$ cat src/core/cogc_map.svh
// Register map, field positions, reset values and timing counts
`ifndef COGC_MAP_SVH
`define COGC_MAP_SVH

// ----------------------------------------------------------------
// Register indices and reset values
// ----------------------------------------------------------------
`define COGC_REG_COUNT     7
`define COGC_IDX_MODE      3'h0
`define COGC_IDX_PROC_FIX  3'h1
`define COGC_IDX_BUS       3'h2
`define COGC_IDX_MEM       3'h3
`define COGC_IDX_MEM_RSVD  3'h4
`define COGC_IDX_PERIPH    3'h5
`define COGC_IDX_FUTURE    3'h6
`define COGC_MODE_RST      8'h0C
`define COGC_ENA_RST       8'hFF

// ----------------------------------------------------------------
// Writable bits; reserved bits keep their reset value
// ----------------------------------------------------------------
`define COGC_MODE_WMASK    8'h7F
`define COGC_PROC_WMASK    8'hCF
`define COGC_BUS_WMASK     8'h7F
`define COGC_MEM_WMASK     8'hFF
`define COGC_RSVD_WMASK    8'h00
`define COGC_PERIPH_WMASK  8'h13

// ----------------------------------------------------------------
// Field positions
// ----------------------------------------------------------------
`define COGC_F_SPREAD_TYPE 5
`define COGC_F_SPREAD_AMT  4
`define COGC_F_FIXA_SEL    3
`define COGC_F_FIXB_SEL    2
`define COGC_F_FIXA_EN     7
`define COGC_F_FIXB_EN     6
`define COGC_F_FREE_EN     6
`define COGC_F_IRQC_EN     4

// ----------------------------------------------------------------
// Serial bus and timing
// ----------------------------------------------------------------
`define COGC_DEV_ADDR      7'h69
`define COGC_BLOCK_COUNT   8'h07
`define COGC_CLK_HZ        10000000
`define COGC_WAKE_MS       3
`define COGC_WAKE_CYC      (`COGC_WAKE_MS * (`COGC_CLK_HZ / 1000))
`define COGC_SYNC_W        6

`endif

$ cat src/core/cogc_pkg.sv
// Types shared by the clock gating block
package cogc_pkg;
	typedef logic [7:0] cogc_byte_t;
	typedef enum logic [1:0] {
		COGC_NORMAL   = 2'b00,
		COGC_TEST     = 2'b01,
		COGC_SPREAD   = 2'b10,
		COGC_TRISTATE = 2'b11
	} cogc_mode_t;
	typedef enum logic [1:0] {
		PWR_RUN   = 2'b00,
		PWR_DRAIN = 2'b01,
		PWR_OFF   = 2'b10,
		PWR_WAKE  = 2'b11
	} cogc_pwr_t;
	typedef enum logic [2:0] {
		SER_IDLE = 3'b000,
		SER_ADDR = 3'b001,
		SER_AACK = 3'b010,
		SER_RX   = 3'b011,
		SER_RACK = 3'b100,
		SER_TX   = 3'b101,
		SER_HACK = 3'b110
	} cogc_ser_t;
endpackage : cogc_pkg

$ cat src/core/cogc_reg_if.sv
// Register access path between the serial slave and the register file
`timescale 1ns/100ps
`default_nettype none
interface cogc_reg_if;
	logic             wr_stb;
	logic [2:0]       widx;
	cogc_pkg::cogc_byte_t wdata;
	logic [3:0]       ridx;
	cogc_pkg::cogc_byte_t rdata;
	modport master (output wr_stb, widx, wdata, ridx, input rdata);
	modport regs   (input wr_stb, widx, wdata, ridx, output rdata);
endinterface : cogc_reg_if
`default_nettype wire

$ cat src/core/cogc_sync.sv
// Two-stage synchroniser bank for asynchronous pins
`timescale 1ns/100ps
`default_nettype none
module cogc_sync #(
	parameter int W = 1
) (
	// Clock and reset
	input  wire logic         clk,
	input  wire logic         rst_b,
	// Pins and synchronised copies
	input  wire logic [W-1:0] d,
	output var  logic [W-1:0] q
);
	logic [W-1:0] meta_reg;

	// Idle pins are high, so both stages reset high
	always_ff @(posedge clk or negedge rst_b) begin
		if (!rst_b) begin
			meta_reg <= '1;
			q        <= '1;
		end else begin
			meta_reg <= d;
			q        <= meta_reg;
		end
	end
endmodule : cogc_sync
`default_nettype wire

$ cat src/core/cogc_ser_slave.sv
// Two-wire serial slave: block write and block read of the config bytes
`timescale 1ns/100ps
`default_nettype none
`include "cogc_map.svh"
module cogc_ser_slave (
	// Clock and reset
	input  wire logic   clk,
	input  wire logic   rst_b,
	// Synchronised serial pins
	input  wire logic   scl_s,
	input  wire logic   sda_s,
	output var  logic   sda_oe,
	// Register access
	cogc_reg_if.master  rb
);
	import cogc_pkg::*;

	cogc_ser_t  st_reg, st_next;
	logic [3:0] bitc_reg, bitc_next;
	logic [3:0] nbyte_reg, nbyte_next;
	cogc_byte_t sh_reg, sh_next;
	cogc_byte_t wdata_reg, wdata_next;
	logic [2:0] widx_reg, widx_next;
	logic       rd_reg, rd_next;
	logic       oe_reg, oe_next;
	logic       wr_reg, wr_next;
	logic       scl_d_reg, sda_d_reg;
	logic       rise, fall, start, stop;

	assign rise  = scl_s & ~scl_d_reg;
	assign fall  = ~scl_s & scl_d_reg;
	assign start = scl_s & scl_d_reg & sda_d_reg & ~sda_s;
	assign stop  = scl_s & scl_d_reg & ~sda_d_reg & sda_s;
	assign sda_oe    = oe_reg;
	assign rb.wr_stb = wr_reg;
	assign rb.widx   = widx_reg;
	assign rb.wdata  = wdata_reg;
	assign rb.ridx   = nbyte_reg;

	always_comb begin
		st_next    = st_reg;
		bitc_next  = bitc_reg;
		nbyte_next = nbyte_reg;
		sh_next    = sh_reg;
		wdata_next = wdata_reg;
		widx_next  = widx_reg;
		rd_next    = rd_reg;
		oe_next    = oe_reg;
		wr_next    = 1'b0;
		if (start) begin
			st_next    = SER_ADDR;
			bitc_next  = 4'h0;
			nbyte_next = 4'h0;
			oe_next    = 1'b0;
		end else if (stop) begin
			st_next = SER_IDLE;
			oe_next = 1'b0;
		end else begin
			unique case (st_reg)
			SER_IDLE: begin
				st_next = SER_IDLE;
			end
			SER_ADDR, SER_RX: begin
				if (rise) begin
					sh_next   = {sh_reg[6:0], sda_s};
					bitc_next = bitc_reg + 4'h1;
				end else if (fall && bitc_reg == 4'h8) begin
					bitc_next = 4'h0;
					oe_next   = 1'b1;
					st_next   = SER_RACK;
					if (st_reg == SER_ADDR) begin
						st_next = SER_AACK;
						rd_next = sh_reg[0];
						if (sh_reg[7:1] != `COGC_DEV_ADDR) begin
							st_next = SER_IDLE;
							oe_next = 1'b0;
						end
					end else begin
						// Command and count bytes are skipped
						if (nbyte_reg != 4'hF)
							nbyte_next = nbyte_reg + 4'h1;
						if (nbyte_reg >= 4'h2 && nbyte_reg < 4'h9) begin
							wr_next    = 1'b1;
							widx_next  = 3'(nbyte_reg - 4'h2);
							wdata_next = sh_reg;
						end
					end
				end
			end
			SER_AACK, SER_RACK: begin
				if (fall) begin
					oe_next = 1'b0;
					st_next = SER_RX;
					if (st_reg == SER_AACK && rd_reg) begin
						st_next = SER_TX;
						sh_next = `COGC_BLOCK_COUNT;
						oe_next = ~sh_next[7];
					end
				end
			end
			SER_TX: begin
				if (fall && bitc_reg == 4'h7) begin
					st_next = SER_HACK;
					oe_next = 1'b0;
				end else if (fall) begin
					sh_next   = {sh_reg[6:0], 1'b0};
					oe_next   = ~sh_reg[6];
					bitc_next = bitc_reg + 4'h1;
				end
			end
			SER_HACK: begin
				if (rise && sda_s) begin
					st_next = SER_IDLE;
				end else if (fall) begin
					st_next   = SER_TX;
					sh_next   = rb.rdata;
					oe_next   = ~rb.rdata[7];
					bitc_next = 4'h0;
					if (nbyte_reg != 4'hF)
						nbyte_next = nbyte_reg + 4'h1;
				end
			end
			default: begin
				st_next = SER_IDLE;
				oe_next = 1'b0;
			end
			endcase
		end
	end

	always_ff @(posedge clk or negedge rst_b) begin
		if (!rst_b) begin
			st_reg    <= SER_IDLE;
			bitc_reg  <= 4'h0;
			nbyte_reg <= 4'h0;
			sh_reg    <= 8'h00;
			wdata_reg <= 8'h00;
			widx_reg  <= 3'h0;
			rd_reg    <= 1'b0;
			oe_reg    <= 1'b0;
			wr_reg    <= 1'b0;
			scl_d_reg <= 1'b1;
			sda_d_reg <= 1'b1;
		end else begin
			st_reg    <= st_next;
			bitc_reg  <= bitc_next;
			nbyte_reg <= nbyte_next;
			sh_reg    <= sh_next;
			wdata_reg <= wdata_next;
			widx_reg  <= widx_next;
			rd_reg    <= rd_next;
			oe_reg    <= oe_next;
			wr_reg    <= wr_next;
			scl_d_reg <= scl_s;
			sda_d_reg <= sda_s;
		end
	end
endmodule : cogc_ser_slave
`default_nettype wire

$ cat src/core/cogc_top.sv
// Output clock gating, power management and serial configuration bytes
`timescale 1ns/100ps
`default_nettype none
`include "cogc_map.svh"

// Function
// [RL1] Byte 0 bits 1:0 pick tri-state, spread, test or normal mode.
// [RL2] In spread mode byte 0 bit 5 picks centre or down spreading.
// [RL3] In spread mode byte 0 bit 4 picks wide or narrow deviation.
// [RL4] Byte 0 bits 3 and 2 pick fast or slow fixed clocks; reset fast.
// [RL5] Host keeps byte 0 bit 6 zero; bit 7 reserved zero.
// [RL6] Cleared enable bit holds its output low; all enables reset set.
// [RL7] Byte 1 enables both fixed clocks and processor clocks 3 to 0.
// [RL8] Byte 2 enables free-running bus clock and bus clocks 5 to 0.
// [RL9] Byte 3 enables memory clocks; bytes 4 and 6 reserved ones.
// [RL10] Byte 5 enables interrupt-controller clock and both references.
// [RL11] Processor stop low parks processor clocks low; others keep running.
// [RL12] Restarted processor clocks begin with a full high phase.
// [RL13] Controller keeps processor stop high 100 cycles between stops.
// [RL14] Processor clocks start and stop within four processor cycles.
// [RL15] Processor stop is synchronised before use.
// [RL16] Stop inputs act within one free-running bus clock rising edge.
// [RL17] Clocks valid within 3 ms after power-up; stop quickly on entry.
// [RL18] Reference and interrupt clocks stop apart from counted groups.
// [RL19] Power-down entry and exit never give short or long pulses.
// [RL20] Free-running bus clock matches bus clocks, ignores bus stop.
// [RL21] Power-down and stop inputs act only with mode select low.
// [RL22] Power-down parks all clocks low before oscillator turns off.
module cogc_top #(
	parameter int unsigned WAKE_CYCLES = `COGC_WAKE_CYC
) (
	// Clock and reset
	input  wire logic       CLK,
	input  wire logic       RST_B,
	// Power management pins
	input  wire logic       MODE_SEL,
	input  wire logic       PROC_CLOCK_STOP_N,
	input  wire logic       BUS_CLOCK_STOP_N,
	input  wire logic       POWER_DOWN_N,
	// Serial configuration pins
	input  wire logic       SER_CLK,
	input  wire logic       SER_DATA_I,
	output var  logic       SER_DATA_O,
	output var  logic       SER_DATA_OE,
	// Clock outputs
	output var  logic [3:0] PROC_CLOCK_OUT,
	output var  logic [5:0] PERIPH_BUS_CLOCK_OUT,
	output var  logic       FREE_RUNNING_BUS_CLOCK,
	output var  logic [7:0] MEM_CLOCK_OUT,
	output var  logic [1:0] FIXED_CLOCK_OUT,
	output var  logic [1:0] REF_CLOCK_OUT,
	output var  logic       INTERRUPT_CTRL_CLOCK_OUT,
	// Synthesiser controls
	output var  logic       CLOCK_OUT_OE,
	output var  logic       OSC_ENABLE,
	output var  cogc_pkg::cogc_mode_t MODE_STATE,
	output var  logic       SPREAD_DOWN,
	output var  logic       SPREAD_NARROW
);
	import cogc_pkg::*;

	localparam logic [14:0] WAKE_LAST = 15'(WAKE_CYCLES - 1);

	// ------------------------------------------------------------
	// Pin synchronisers
	// ------------------------------------------------------------
	logic [`COGC_SYNC_W-1:0] pin_s;
	logic mode_s, proc_stop_s, bus_stop_s, pd_s, scl_s, sda_s;
	logic pm_on, pd_req, proc_hold, bus_hold;

	cogc_sync #(.W(`COGC_SYNC_W)) u_sync (
		.clk   (CLK),
		.rst_b (RST_B),
		.d     ({MODE_SEL, PROC_CLOCK_STOP_N, BUS_CLOCK_STOP_N,
		         POWER_DOWN_N, SER_CLK, SER_DATA_I}),
		.q     (pin_s)
	); // RL15
	assign {mode_s, proc_stop_s, bus_stop_s, pd_s, scl_s, sda_s} = pin_s;
	assign pm_on     = ~mode_s; // RL21
	assign pd_req    = pm_on & ~pd_s;
	assign proc_hold = pm_on & ~proc_stop_s;
	assign bus_hold  = pm_on & ~bus_stop_s;

	// ------------------------------------------------------------
	// Configuration bytes
	// ------------------------------------------------------------
	cogc_reg_if rb ();
	cogc_byte_t cfg_reg [`COGC_REG_COUNT];
	cogc_byte_t cfg_next [`COGC_REG_COUNT];
	cogc_mode_t mode;

	cogc_ser_slave u_ser (
		.clk    (CLK),
		.rst_b  (RST_B),
		.scl_s  (scl_s),
		.sda_s  (sda_s),
		.sda_oe (SER_DATA_OE),
		.rb     (rb.master)
	);

	function automatic cogc_byte_t wmask(input logic [2:0] idx);
		unique case (idx)
		`COGC_IDX_MODE:     return `COGC_MODE_WMASK;
		`COGC_IDX_PROC_FIX: return `COGC_PROC_WMASK;
		`COGC_IDX_BUS:      return `COGC_BUS_WMASK;
		`COGC_IDX_MEM:      return `COGC_MEM_WMASK;
		`COGC_IDX_PERIPH:   return `COGC_PERIPH_WMASK;
		default:            return `COGC_RSVD_WMASK;
		endcase
	endfunction : wmask

	// Reserved bits are masked, so they keep their reset value
	always_comb begin
		for (int i = 0; i < `COGC_REG_COUNT; i++) begin
			cfg_next[i] = cfg_reg[i];
			if (rb.wr_stb && rb.widx == 3'(i))
				cfg_next[i] = (cfg_reg[i] & ~wmask(3'(i)))
				            | (rb.wdata & wmask(3'(i))); // RL9
		end
	end

	always_ff @(posedge CLK or negedge RST_B) begin
		if (!RST_B) begin
			cfg_reg[0] <= `COGC_MODE_RST; // RL4
			for (int i = 1; i < `COGC_REG_COUNT; i++)
				cfg_reg[i] <= `COGC_ENA_RST; // RL6
		end else begin
			for (int i = 0; i < `COGC_REG_COUNT; i++)
				cfg_reg[i] <= cfg_next[i];
		end
	end

	assign rb.rdata = (rb.ridx < 4'h7) ? cfg_reg[rb.ridx[2:0]] : 8'h00;
	assign mode     = cogc_mode_t'(cfg_reg[`COGC_IDX_MODE][1:0]);

	// ------------------------------------------------------------
	// Power-down sequencer and clock phases
	// ------------------------------------------------------------
	cogc_pwr_t   pwr_reg, pwr_next;
	logic [14:0] wake_reg, wake_next;
	logic [1:0]  div_reg, div_next;
	logic        osc_reg, osc_next;
	logic        all_run_reg, all_run_next, aux_run_reg, aux_run_next;

	// The oscillator stops only once every gated group is parked low
	always_comb begin
		pwr_next  = pwr_reg;
		wake_next = wake_reg;
		unique case (pwr_reg)
		PWR_RUN:   if (pd_req) pwr_next = PWR_DRAIN;
		PWR_DRAIN: if (!all_run_reg && !aux_run_reg)
			pwr_next = PWR_OFF; // RL22
		PWR_OFF: begin
			wake_next = 15'h0000;
			if (!pd_req) pwr_next = PWR_WAKE;
		end
		PWR_WAKE: begin
			wake_next = wake_reg + 15'h0001;
			if (wake_reg >= WAKE_LAST) pwr_next = PWR_RUN; // RL17
		end
		endcase
		osc_next = (pwr_next != PWR_OFF);
		div_next = osc_reg ? div_reg + 2'h1 : div_reg;
	end

	always_ff @(posedge CLK or negedge RST_B) begin
		if (!RST_B) begin
			pwr_reg  <= PWR_RUN;
			wake_reg <= 15'h0000;
			div_reg  <= 2'h0;
			osc_reg  <= 1'b1;
		end else begin
			pwr_reg  <= pwr_next;
			wake_reg <= wake_next;
			div_reg  <= div_next;
			osc_reg  <= osc_next;
		end
	end

	// ------------------------------------------------------------
	// Glitch-free gates and output flops
	// ------------------------------------------------------------
	logic proc_run_reg, proc_run_next, bus_run_reg, bus_run_next;
	logic pf, ps;
	cogc_byte_t c0, c1, c2, c3, c5;

	// A gate only changes when its phase is about to be low
	function automatic logic gate_upd(input logic cur, input logic want,
	                                  input logic low_next);
		return low_next ? want : cur;
	endfunction : gate_upd

	assign c0 = cfg_reg[`COGC_IDX_MODE];
	assign c1 = cfg_reg[`COGC_IDX_PROC_FIX];
	assign c2 = cfg_reg[`COGC_IDX_BUS];
	assign c3 = cfg_reg[`COGC_IDX_MEM];
	assign c5 = cfg_reg[`COGC_IDX_PERIPH];

	always_comb begin
		pf = div_next[0];
		ps = div_next[1];
		proc_run_next = gate_upd(proc_run_reg, !proc_hold, !pf); // RL11 RL12 RL14
		bus_run_next  = gate_upd(bus_run_reg, !bus_hold, !ps); // RL16
		all_run_next  = gate_upd(all_run_reg, pwr_reg == PWR_RUN,
		                         div_next == 2'h0); // RL19 RL22
		aux_run_next  = gate_upd(aux_run_reg, pwr_reg == PWR_RUN,
		                         !pf); // RL18
	end

	always_ff @(posedge CLK or negedge RST_B) begin
		if (!RST_B) begin
			proc_run_reg             <= 1'b0;
			bus_run_reg              <= 1'b0;
			all_run_reg              <= 1'b0;
			aux_run_reg              <= 1'b0;
			PROC_CLOCK_OUT           <= 4'h0;
			PERIPH_BUS_CLOCK_OUT     <= 6'h00;
			FREE_RUNNING_BUS_CLOCK   <= 1'b0;
			MEM_CLOCK_OUT            <= 8'h00;
			FIXED_CLOCK_OUT          <= 2'h0;
			REF_CLOCK_OUT            <= 2'h0;
			INTERRUPT_CTRL_CLOCK_OUT <= 1'b0;
			CLOCK_OUT_OE             <= 1'b1;
			OSC_ENABLE               <= 1'b1;
			MODE_STATE               <= COGC_NORMAL;
			SPREAD_DOWN              <= 1'b0;
			SPREAD_NARROW            <= 1'b0;
			SER_DATA_O               <= 1'b0;
		end else begin
			proc_run_reg <= proc_run_next;
			bus_run_reg  <= bus_run_next;
			all_run_reg  <= all_run_next;
			aux_run_reg  <= aux_run_next;
			PROC_CLOCK_OUT <= {4{pf & proc_run_next & all_run_next}}
			                & c1[3:0]; // RL7 RL11
			PERIPH_BUS_CLOCK_OUT <= {6{ps & bus_run_next & all_run_next}}
			                      & c2[5:0]; // RL8
			FREE_RUNNING_BUS_CLOCK <= ps & all_run_next
			                        & c2[`COGC_F_FREE_EN]; // RL20
			MEM_CLOCK_OUT <= {8{pf & all_run_next}} & c3; // RL9
			FIXED_CLOCK_OUT[1] <= (c0[`COGC_F_FIXA_SEL] ? pf : ps)
			                    & all_run_next & c1[`COGC_F_FIXA_EN]; // RL4
			FIXED_CLOCK_OUT[0] <= (c0[`COGC_F_FIXB_SEL] ? pf : ps)
			                    & all_run_next & c1[`COGC_F_FIXB_EN]; // RL4
			REF_CLOCK_OUT <= {2{pf & aux_run_next}} & c5[1:0]; // RL10
			INTERRUPT_CTRL_CLOCK_OUT <= pf & aux_run_next
			                          & c5[`COGC_F_IRQC_EN]; // RL10
			CLOCK_OUT_OE  <= (mode != COGC_TRISTATE); // RL1
			OSC_ENABLE    <= osc_next;
			MODE_STATE    <= mode; // RL1
			SPREAD_DOWN   <= (mode == COGC_SPREAD)
			               & c0[`COGC_F_SPREAD_TYPE]; // RL2
			SPREAD_NARROW <= (mode == COGC_SPREAD)
			               & c0[`COGC_F_SPREAD_AMT]; // RL3
			SER_DATA_O    <= 1'b0;
		end
	end
endmodule : cogc_top
`default_nettype wire

$ cat config.mk
export PLATFORM = sky130hd
export DESIGN_NAME = cogc_top
export DESIGN_NICKNAME = d
export VERILOG_FILES = /design/src/core/cogc_pkg.sv /design/src/core/cogc_reg_if.sv /design/src/core/cogc_sync.sv /design/src/core/cogc_ser_slave.sv /design/src/core/cogc_top.sv
export VERILOG_INCLUDE_DIRS = /design/src /design/src/core
export SDC_FILE = /design/constraint.sdc
export NUM_CORES = 1
export LEC_CHECK = 0
export BUFFER_PORTS_ARGS = -buffer_cell sky130_fd_sc_hd__buf_2
export CORE_MARGIN = 10
export CORE_UTILIZATION = 56
export DETAILED_ROUTE_END_ITERATION = 16
export HOLD_SLACK_MARGIN = 0.03
export MAX_ROUTING_LAYER = met4
export PLACE_DENSITY = 0.83
export SYNTH_ARGS = -nofsm -noshare
export SYNTH_HDL_FRONTEND = slang
export SYNTH_SLANG_ARGS = --single-unit
$ cat constraint.sdc
create_clock -name CLK -period 2.9 [get_ports CLK]
set_input_delay 0.29 -clock CLK [delete_from_list [all_inputs] [get_ports CLK]]
set_output_delay 0.29 -clock CLK [all_outputs]
set_load 0.01 [all_outputs]
; ---- Yosys cells after proc, flatten, opt, wreduce, memory -nomap -nowiden
; Cells that the tools add are included.
[word_totals]
ff_bits = 156
in_bits = 8
out_inout_bits = 32
elab_cells = 284
[classes]
addsub = 5
order_cmp = 5
n_eq_ne = 47
n_mux = 82
bitwise = 72
n_reduce_logical = 34
[ops]
columns = operator, count
row1 = 2-to-1 mux 8 bit, 17
row2 = AND 8 bit, 15
row3 = 2-to-1 mux 4 bit, 16
row4 = NOT 8 bit, 7
row5 = OR 8 bit, 7
row6 = one-hot mux 8 bit (4 select lines), 1
row7 = 2-to-1 mux 3 bit, 10
row8 = one-hot mux 15 bit (2 select lines), 1
row9 = AND reduction 7 bit, 4
row10 = AND 1 bit, 25
row11 = 2-to-1 mux 1 bit, 25
row12 = binary-select mux 8 bit (select 3 bit), 1
row13 = != test 4 x 1 -> 1 bit (second input constant), 5
row14 = equality test 3 bit (second input constant), 6
row15 = adder 15 x 1 -> 15 bit (second input constant), 1
row16 = >= comparator 15 bit (second input constant), 1
row17 = NOT 1 bit, 14
row18 = logical AND 1 bit, 13
row19 = equality test 3 x 2 -> 1 bit (second input constant), 4
row20 = 2-to-1 mux 2 bit, 6
row21 = != test 2 x 1 -> 1 bit (second input constant), 6
row22 = != test 3 x 1 -> 1 bit (second input constant), 4
row23 = one-hot mux 3 bit (4 select lines), 1
row24 = one-hot mux 4 bit (3 select lines), 1
row25 = other kinds (36), 54

; ---- Logic depth before layout (Yosys ltp)
; Gate-level depths: netlist of run 1.
[depth]
word_depth = 11
depth_mapped = 10
depth_no_buf = 7

; ---- Cells and area by module
; From an unflattened synthesis of run 1, not the netlist that was laid out.
[hier_totals]
cells_unflattened = 524
hier_area_um2 = 6114.6
[modules_own_cells]
columns = module, n_inst, cells_per_inst, area_each_um2, seq_area_each_um2
row1 = cogc_top, 1, 291, 3646.0, 2137.0
row2 = cogc_ser_slave, 1, 221, 2153.3, 878.3
row3 = cogc_sync, 1, 12, 315.3, 315.3

; ---- Worst setup path after synthesis of run 1
; Ideal clock, no wire load.
[synth_path]
kind = register -> register
start = register u_ser.nbyte_reg[0], in the netlist u_ser.rb.ridx[0]
end = register u_ser.wdata_reg[5], in the netlist u_ser.rb.wdata[5]
setup_time_ps = 125
t_arrival_ps = 1893
required_ps = 2775
path_slack_ps = 882
stages_incl_launch_ff = 10
path_buffers = 3
period_less_slack_ps = 2018
cell_sequence = dfrtp_1 -> buf_2 -> buf_2 -> inv_1 -> ha_1 -> nor3_1 -> o22ai_1 -> nand4_2 -> buf_4 -> mux2_4
[synth_via]
elab_chain_cells = 3
word_cells_on_any_way = 4
cone_classes = order compare (2) / reduce/logical (2)
[synth_lines]
columns = item, line_no
row1 = start: declaration, cogc_ser_slave.sv:20  ; logic [3:0] nbyte_reg, nbyte_next;
row2 = start signal: assignment, cogc_ser_slave.sv:147  ; nbyte_reg <= nbyte_next;
row3 = >= comparator 4 x 2 -> 1 bit / less-than comparator 4 bit (equally long branches), cogc_ser_slave.sv:82  ; if (nbyte_reg >= 4'h2 && nbyte_reg < 4'h9) begin
row4 = logical AND 1 bit (*), cogc_ser_slave.sv:82
row5 = AND reduction 7 bit (no line) (*), -
row6 = end signal: assignment, cogc_ser_slave.sv:149  ; wdata_reg <= wdata_next;
row7 = end: declaration, cogc_ser_slave.sv:22  ; cogc_byte_t wdata_reg, wdata_next;
; Every way passes the cells marked *; elsewhere a longest branch is shown, timed or not.
; A chain may end at the register's enable or synchronous reset.

; ---- Worst setup path in the final report of run 1
[layout_path]
start = register u_ser.nbyte_reg[1], in the netlist u_ser.rb.ridx[1]
end = register u_ser.wdata_reg[5], in the netlist u_ser.rb.wdata[5]
; The elaborated chain is that of the path after synthesis.

==> metrics.txt, run 1 <==
maximum number of pins on one net before global-route repair 62; WL/cell 18.5 um; Clock Tree Root clkbuf_8; worst setup path startpoint u_ser.rb.ridx[1]; WP buf/inv 0; max FFs per register 15; Remaining DRCs 0; core area 10400 sq um; first-pass GRT wire length 21.7 mm; critical path capture point u_ser.rb.wdata[5]; TNS Setup 0 ns; Largest stage delay, worst path 0.75 ns; Seq/Total Area, Yosys 55.7%; number of synthesized register bits 131; CTS resizes 0; Starting Density 57.6%; max_cap viols 0; final WL 13.1 mm; Worst Path Required 3.30 ns; Die ar. 15200 sq um; mean post-synth cell area 11.7 sq um; Reg2Reg Setup Slack 0.63 ns; global route overflow 0; row cnt 37; CP Capture Type register; Final Setup Violations 0; Via Count 4165; clock group share of total power 47.8%; most common cell after layout, fill and taps aside dfrtp_1; Yosys cell types 70; switch share 24.6%; placed insts 669; initial DRC count 366; Gate power share 7.8%; number of cells on the critical path 5; Post-synth ARST share 100%; total CTS buffers 17; worst hold-check path type register to register; vias per inst 5.88; Worst Skew 0.00886 ns; relative slew slack 35.2%; R2R depth 5; Sw Pwr 0.00114 W; Final Max Slew Viols 0; Setup Fix Bufs, Post-CTS 0; Post-layout nets 574; die width 123 um; Setup Crit Path Kind register to register; Power Internal 0.00350 W; Slowest-stage cell, CP dfrtp_1; total power 0.00465 W; io pins 40; pre-CTS WS 0.699 ns; R2R Path End u_ser.rb.wdata[5]; vias in the first global route 4194; Synth Flop Type dfrtp_1; non-filler instance count after layout 708; ratio of cells with drive above 1 in the final layout 32.0%; crit path time final 2.27 ns; final hold violation count 0; initial antenna violation count 0; unrepaired setup endpoints after global routing no; Leakage 3.25 nW; YS warnings 0; Tcrit/Tclk final 78.4%; worst-path cell chain ha_1 > nor3_1 > o22ai_1 > nand4_2 > mux2_4; worst skew pair latency 0.52 ns; First-pass DRT Iterations 5; clock sink count 131; Antenna Cells 0; Filler cells 733; P per Cell Area 667 nW/um^2; arrival time at the worst endpoint 2.67 ns; routability cong. 0.908; Die Span Y 123 um; CTS tree done; status complete, no violations; EDFF count, synth 0; final core occ 67.2%; gr usage total 18.7%; register share of total power 44.4%; syn_nets 525; worst slew pin tran 0.970 ns; crit start category register; CTS Buffer Depth 2; post-route setup slack 0.627 ns; commonest non-fill, non-tap cells in the layout 89 x dfrtp_1, 43 x nand2_1, 42 x dfstp_2, 41 x mux2_2, 37 x buf_2; Crit Path Max Fanout 16; CTS H-Tree Depth 4; Worst-path clk slew 0.06 ns; Achievable Freq 440 MHz; family with the most delay on the worst path flip-flops; Area Growth Syn to Fin 16.6%; r2r startpoint u_ser.rb.ridx[1]; Post-Syn Area 5970 sq um; cell count after synthesis 510; Max IR drop VDD 0.421 mV; Final ANT Viol Nets 0; Port Buffers 38; Post-DP HPWL 9.01 mm
## stage by stage
stage	area, sq um	hold slack, ns
final	6960	0.354
after global routing	6960	0.356
after CTS	6960	0.355
after detailed placement	6270	0.347
after global placement	6270	0.347
after floorplan	5970	-0.00559
## worst register-to-register path, delay by kind of cell (launching register included)
kind            cells  cell delay (ns)
flops               1             0.75
simple gates        2             0.47
mux                 1             0.44
fa+ha+maj           1             0.27
compound gates      1             0.22
## kinds of logic after synthesis
family / synth area share (%)
simple gates: 15.7
flops: 55.7
buf+inv: 2.99
compound gates: 11.7
mux: 10.9
xor+xnor: 1.47
fa+ha+maj: 1.47
other cells: 0.0628
## Yosys cell counts (all sizes together) (3+ instances only)
library cell | number | share of area (%)
a21oi | 23 | 2.1
a21o | 3 | 0.38
dfrtp | 89 | 37
nand4b | 3 | 0.44
xnor2 | 4 | 0.59
and3b | 4 | 0.65
a211oi | 3 | 0.38
mux2i | 5 | 0.84
mux2 | 43 | 8.2
xor2 | 6 | 0.88
a22o | 3 | 0.44
nand3b | 4 | 0.57
nand2 | 43 | 2.7
nor2b | 8 | 1.0
and3 | 23 | 2.4
ha | 7 | 1.5
nand2b | 7 | 0.86
a221oi | 4 | 0.69
dfstp | 42 | 18
inv | 13 | 0.82
o211ai | 4 | 0.59
a31oi | 8 | 0.94
o31ai | 5 | 0.63
nor4bb | 4 | 0.67
nand4 | 5 | 0.63
nor2 | 32 | 2.0
nor3 | 4 | 0.34
and2 | 9 | 0.94
mux4 | 5 | 1.9
o21ai | 34 | 2.8
buf | 14 | 1.5
or3 | 5 | 0.52
clkbuf | 10 | 0.63
nand3 | 10 | 0.84
## how the worst min path moves through the flow
stage,slack [ns],endpoint,cells past startpoint,startpoint
floorplan,-0.006,FIXED_CLOCK_OUT[0],0,RST_B
global placement,0.35,u_sync.q[2],0,u_sync.meta_reg[2]
detailed placement,0.35,u_sync.q[2],0,u_sync.meta_reg[2]
CTS,0.36,u_sync.q[5],0,u_sync.meta_reg[5]
global route,0.36,u_sync.q[0],0,u_sync.meta_reg[0]
finish,0.35,u_sync.q[2],0,u_sync.meta_reg[2]
## power by group through the flow
stage | logic, W | clock network [W] | registers (W)
3_3_place_gp | 0.000325 | 0 | 0.00208
5_1_grt | 0.000406 | 0.00235 | 0.00208
3_5_place_dp | 0.000348 | 0 | 0.00208
4_1_cts | 0.000362 | 0.00225 | 0.00206
2_1_floorplan | 0.000241 | 0 | 0.00204
6_report | 0.000362 | 0.00222 | 0.00206
## cell type report
type	count	area (sq um)	share of cell area, %
flip-flops and latches	131	3330	47.8
well taps	136	170	2.44
clock inverters	14	201	2.89
repair buffers	54	330	4.74
multi-input cells	342	2460	35.4
clock buffers	18	418	6.00
inverters	13	48.8	0.701
## metal layers
metal	GRT usage (%)	wire (um)	vias to the layer above
li1	-	-	1936
met3	4.88	1050	24
met1	23.5	5530	2031
met5	-	0	-
met2	28.3	6280	174
met4	7.28	246	0
## timing repair
| action | in CTS | in global routing |
|---|---|---|
| setup endpoints to repair | 0 | 0 |
| endpoints found under the hold margin | 43 | 0 |
| hold buffers | 7 | 0 |
Power figures use the tool's default switching activity.
==> run 2: changes to the inputs <==
Settings changed: ABC_AREA set to 1, CORE_UTILIZATION 56 to 55, PLACE_DENSITY 0.83 to 0.84.
Clock period 2.9 ns to 2 ns, I/O delays scaled along.
==> run 2 against run 1 <==
Effect of this change: via count up 27%; utilization shrank 0.38 points; design area is 4.9% higher; non-clock buffer count is 4 higher; clock-buffer cell count rose by 5; combinational power increased to 3.3 times the previous value; die area up 4.4%; sequential share of layout area decreased by 2.2 points.
==> metrics.txt, run 2 <==
status complete, no violations (unchanged); final core occ 66.8% (was 67.2%); ratio of cells with drive above 1 in the final layout 17.9% (was 32.0%); First-pass DRT Iterations 6 (was 5); total power 0.00757 W (was 0.00465 W); syn_nets 774 (was 525); max FFs per register 15 (unchanged); relative slew slack 63.8% (was 35.2%); initial antenna violation count 0 (unchanged); Synth top area share 36.0% (was 37.3%); Post-synth ARST share 100% (unchanged); cell count after synthesis 759 (was 510); final hold violation count 0 (unchanged); Worst Skew 0.00699 ns (was 0.00886 ns); crit path time final 1.82 ns (was 2.27 ns); vias per inst 5.44 (was 5.88); Worst-path clk slew 0.06 ns (about the same); core area 10900 sq um (was 10400 sq um); unrepaired setup endpoints after global routing no (unchanged); CTS H-Tree Depth 4 (unchanged); Post-layout nets 835 (was 574); vias in the first global route 5157 (was 4194); Via Count 5296 (was 4165); Die Span Y 126 um (was 123 um); final hold slack 0.309 ns (was 0.354 ns); R2R depth 9 (was 5); routability cong. 0.926 (was 0.908); Filler cells 842 (was 733); Antenna Cells 0 (unchanged); Die ar. 15900 sq um (was 15200 sq um); commonest cells in the netlist 213 x nand2_1, 96 x inv_1, 89 x dfrtp_1 (was 89 x dfrtp_1, 43 x nand2_1, 42 x dfstp_2); WL/cell 15.2 um (was 18.5 um); YS warnings 0 (unchanged); worst skew pair latency 0.42 ns (was 0.52 ns); Final Max Slew Viols 0 (unchanged); Clock Tree Root clkbuf_16 (was clkbuf_8); Synth Flop Type dfrtp_1 (unchanged); dominant cell by count in the synthesized netlist nand2_1 (was dfrtp_1); worst hold-check path type primary input to async pin (was register to register); clock sink count 131 (unchanged); Post-DP HPWL 9.74 mm (was 9.01 mm); commonest non-fill, non-tap cells in the layout 213 x nand2_1, 96 x inv_1, 89 x dfrtp_1, 81 x nor2_1, 78 x o21ai_0 (was 89 x dfrtp_1, 43 x nand2_1, 42 x dfstp_2, 41 x mux2_2, 37 x buf_2); CTS Buffer Depth 2 (unchanged); top post-synthesis cells by area dfrtp_1 36%, dfstp_2 18%, nand2_1 13%, o21ai_0 6.3%, inv_1 5.8% (was dfrtp_1 37%, dfstp_2 18%, mux2_2 7.7%, nand2_1 2.7%, o21ai_0 2.7%); max_cap viols 0 (unchanged); mean post-synth cell area 8.14 sq um (was 11.7 sq um); crit start category register (unchanged); Final ANT Viol Nets 0 (unchanged); Seq/Total Area, Yosys 53.9% (was 55.7%); io pins 40 (unchanged); maximum number of pins on one net before global-route repair 46 (was 62); Remaining DRCs 0 (unchanged); Tcrit/Tclk final 90.8% (was 78.4%); P per Cell Area 1040 nW/um^2 (was 667 nW/um^2); arrival time at the worst endpoint 2.12 ns (was 2.67 ns); area leader, netlist dfrtp_1 (unchanged); gr usage total 19.3% (was 18.7%); global route overflow 0 (unchanged); CP Capture Type register (unchanged); EDFF count, synth 0 (unchanged); Port Buffers 38 (unchanged); Leakage 3.50 nW (was 3.25 nW); Crit Path Max Fanout 8 (was 16); row cnt 38 (was 37); Max IR drop VDD 0.573 mV (was 0.421 mV); TNS Setup 0 ns (unchanged); Yosys cell types 35 (was 70); initial DRC count 627 (was 366); Area Growth Syn to Fin 18.2% (was 16.6%); Post-Syn Area 6180 sq um (was 5970 sq um); Achievable Freq 551 MHz (was 440 MHz); Setup Crit Path Kind register to register (unchanged); Final Setup Violations 0 (unchanged); number of synthesized register bits 131 (unchanged); Starting Density 56.5% (was 57.6%); final WL 14.8 mm (was 13.1 mm); CTS tree done (unchanged); most common cell after layout, fill and taps aside nand2_1 (was dfrtp_1); Worst Path Required 2.30 ns (was 3.30 ns); worst slew pin tran 0.543 ns (was 0.970 ns); total CTS buffers 17 (unchanged); die width 126 um (was 123 um); first-pass GRT wire length 24.9 mm (was 21.7 mm)
run 2: routing by layer:
metal	track usage [%]	vias up	routed length (um)
li1	-	2532	-
met1	23.5	2515	6150
met2	30.2	213	7220
met3	4.87	36	1050
met4	7.97	0	335
met5	-	-	0
run 2: layout make-up:
| cell class | count | area, sq um | share of cell area [%] |
|---|---|---|---|
| clock buffers | 23 | 488 | 6.68 |
| well taps | 140 | 175 | 2.40 |
| inverters | 101 | 379 | 5.19 |
| multi-input cells | 511 | 2390 | 32.8 |
| repair buffers | 58 | 385 | 5.28 |
| flip-flops and latches | 131 | 3330 | 45.6 |
| clock inverters | 9 | 150 | 2.06 |
run 2: cell families after synthesis:
kind of cell	Yosys count	synth area share [%]
buffers and inverters	118	7.55
xor gates and xnor gates	3	0.547
AOI/OAI and AO/OA	110	9.35
adders and majority gates	7	1.42
and+or+nand+nor	389	27.2
other	1	0.0607
DFF	131	53.9
run 2: worst paths after layout:
| kind | to | slack (ns) | startpoint |
|---|---|---|---|
| worst max-delay path | u_ser.sh_reg[2] | 0.18 | u_sync.q[0] |
| worst min-delay path | FREE_RUNNING_BUS_CLOCK | 0.31 | RST_B |
| worst max register to register | u_ser.sh_reg[2] | 0.18 | u_sync.q[0] |
| worst min register to register | u_sync.q[2] | 0.35 | u_sync.meta_reg[2] |
| max in group asynchronous | c2[2] | 1.00 | RST_B |
| min in group CLK | u_sync.q[2] | 0.35 | u_sync.meta_reg[2] |
run 2: through the flow:
stage	worst slack (ns)	cell area (sq um)	std cells
after global placement	0.234	6550	928
after detailed placement	0.192	6550	928
final	0.183	7300	973
after floorplan	0.179	6180	759
after CTS	0.155	7250	967
after global routing	0.00794	7300	973
run 2: what timing repair did:
item                                    4_1_cts  5_1_grt
gates resized for setup                       0        1
endpoints found under the setup margin        0        8
setup buffers                                 0        5
hold endpoints to repair                     36        0
hold buffers                                  7        0
run 2: worst max-delay path, cell delays in order, from the launching register on:
cell and delay [ns]:
dfstp_2 0.57, inv_1 0.06, nand2_1 0.09, nor2_4 0.07, inv_2 0.12, nand2_1 0.14
nor2_4 0.15, nand2_2 0.14, o21ai_0 0.25, nand2_1 0.09
run 2: where the power goes:
| group | switching (W) | internal, W | leakage, nW |
|---|---|---|---|
| Clock | 0.00114 | 0.00221 | 0.309 |
| Combinational | 0.000775 | 0.000413 | 1.55 |
| Sequential | 0.000190 | 0.00284 | 1.64 |
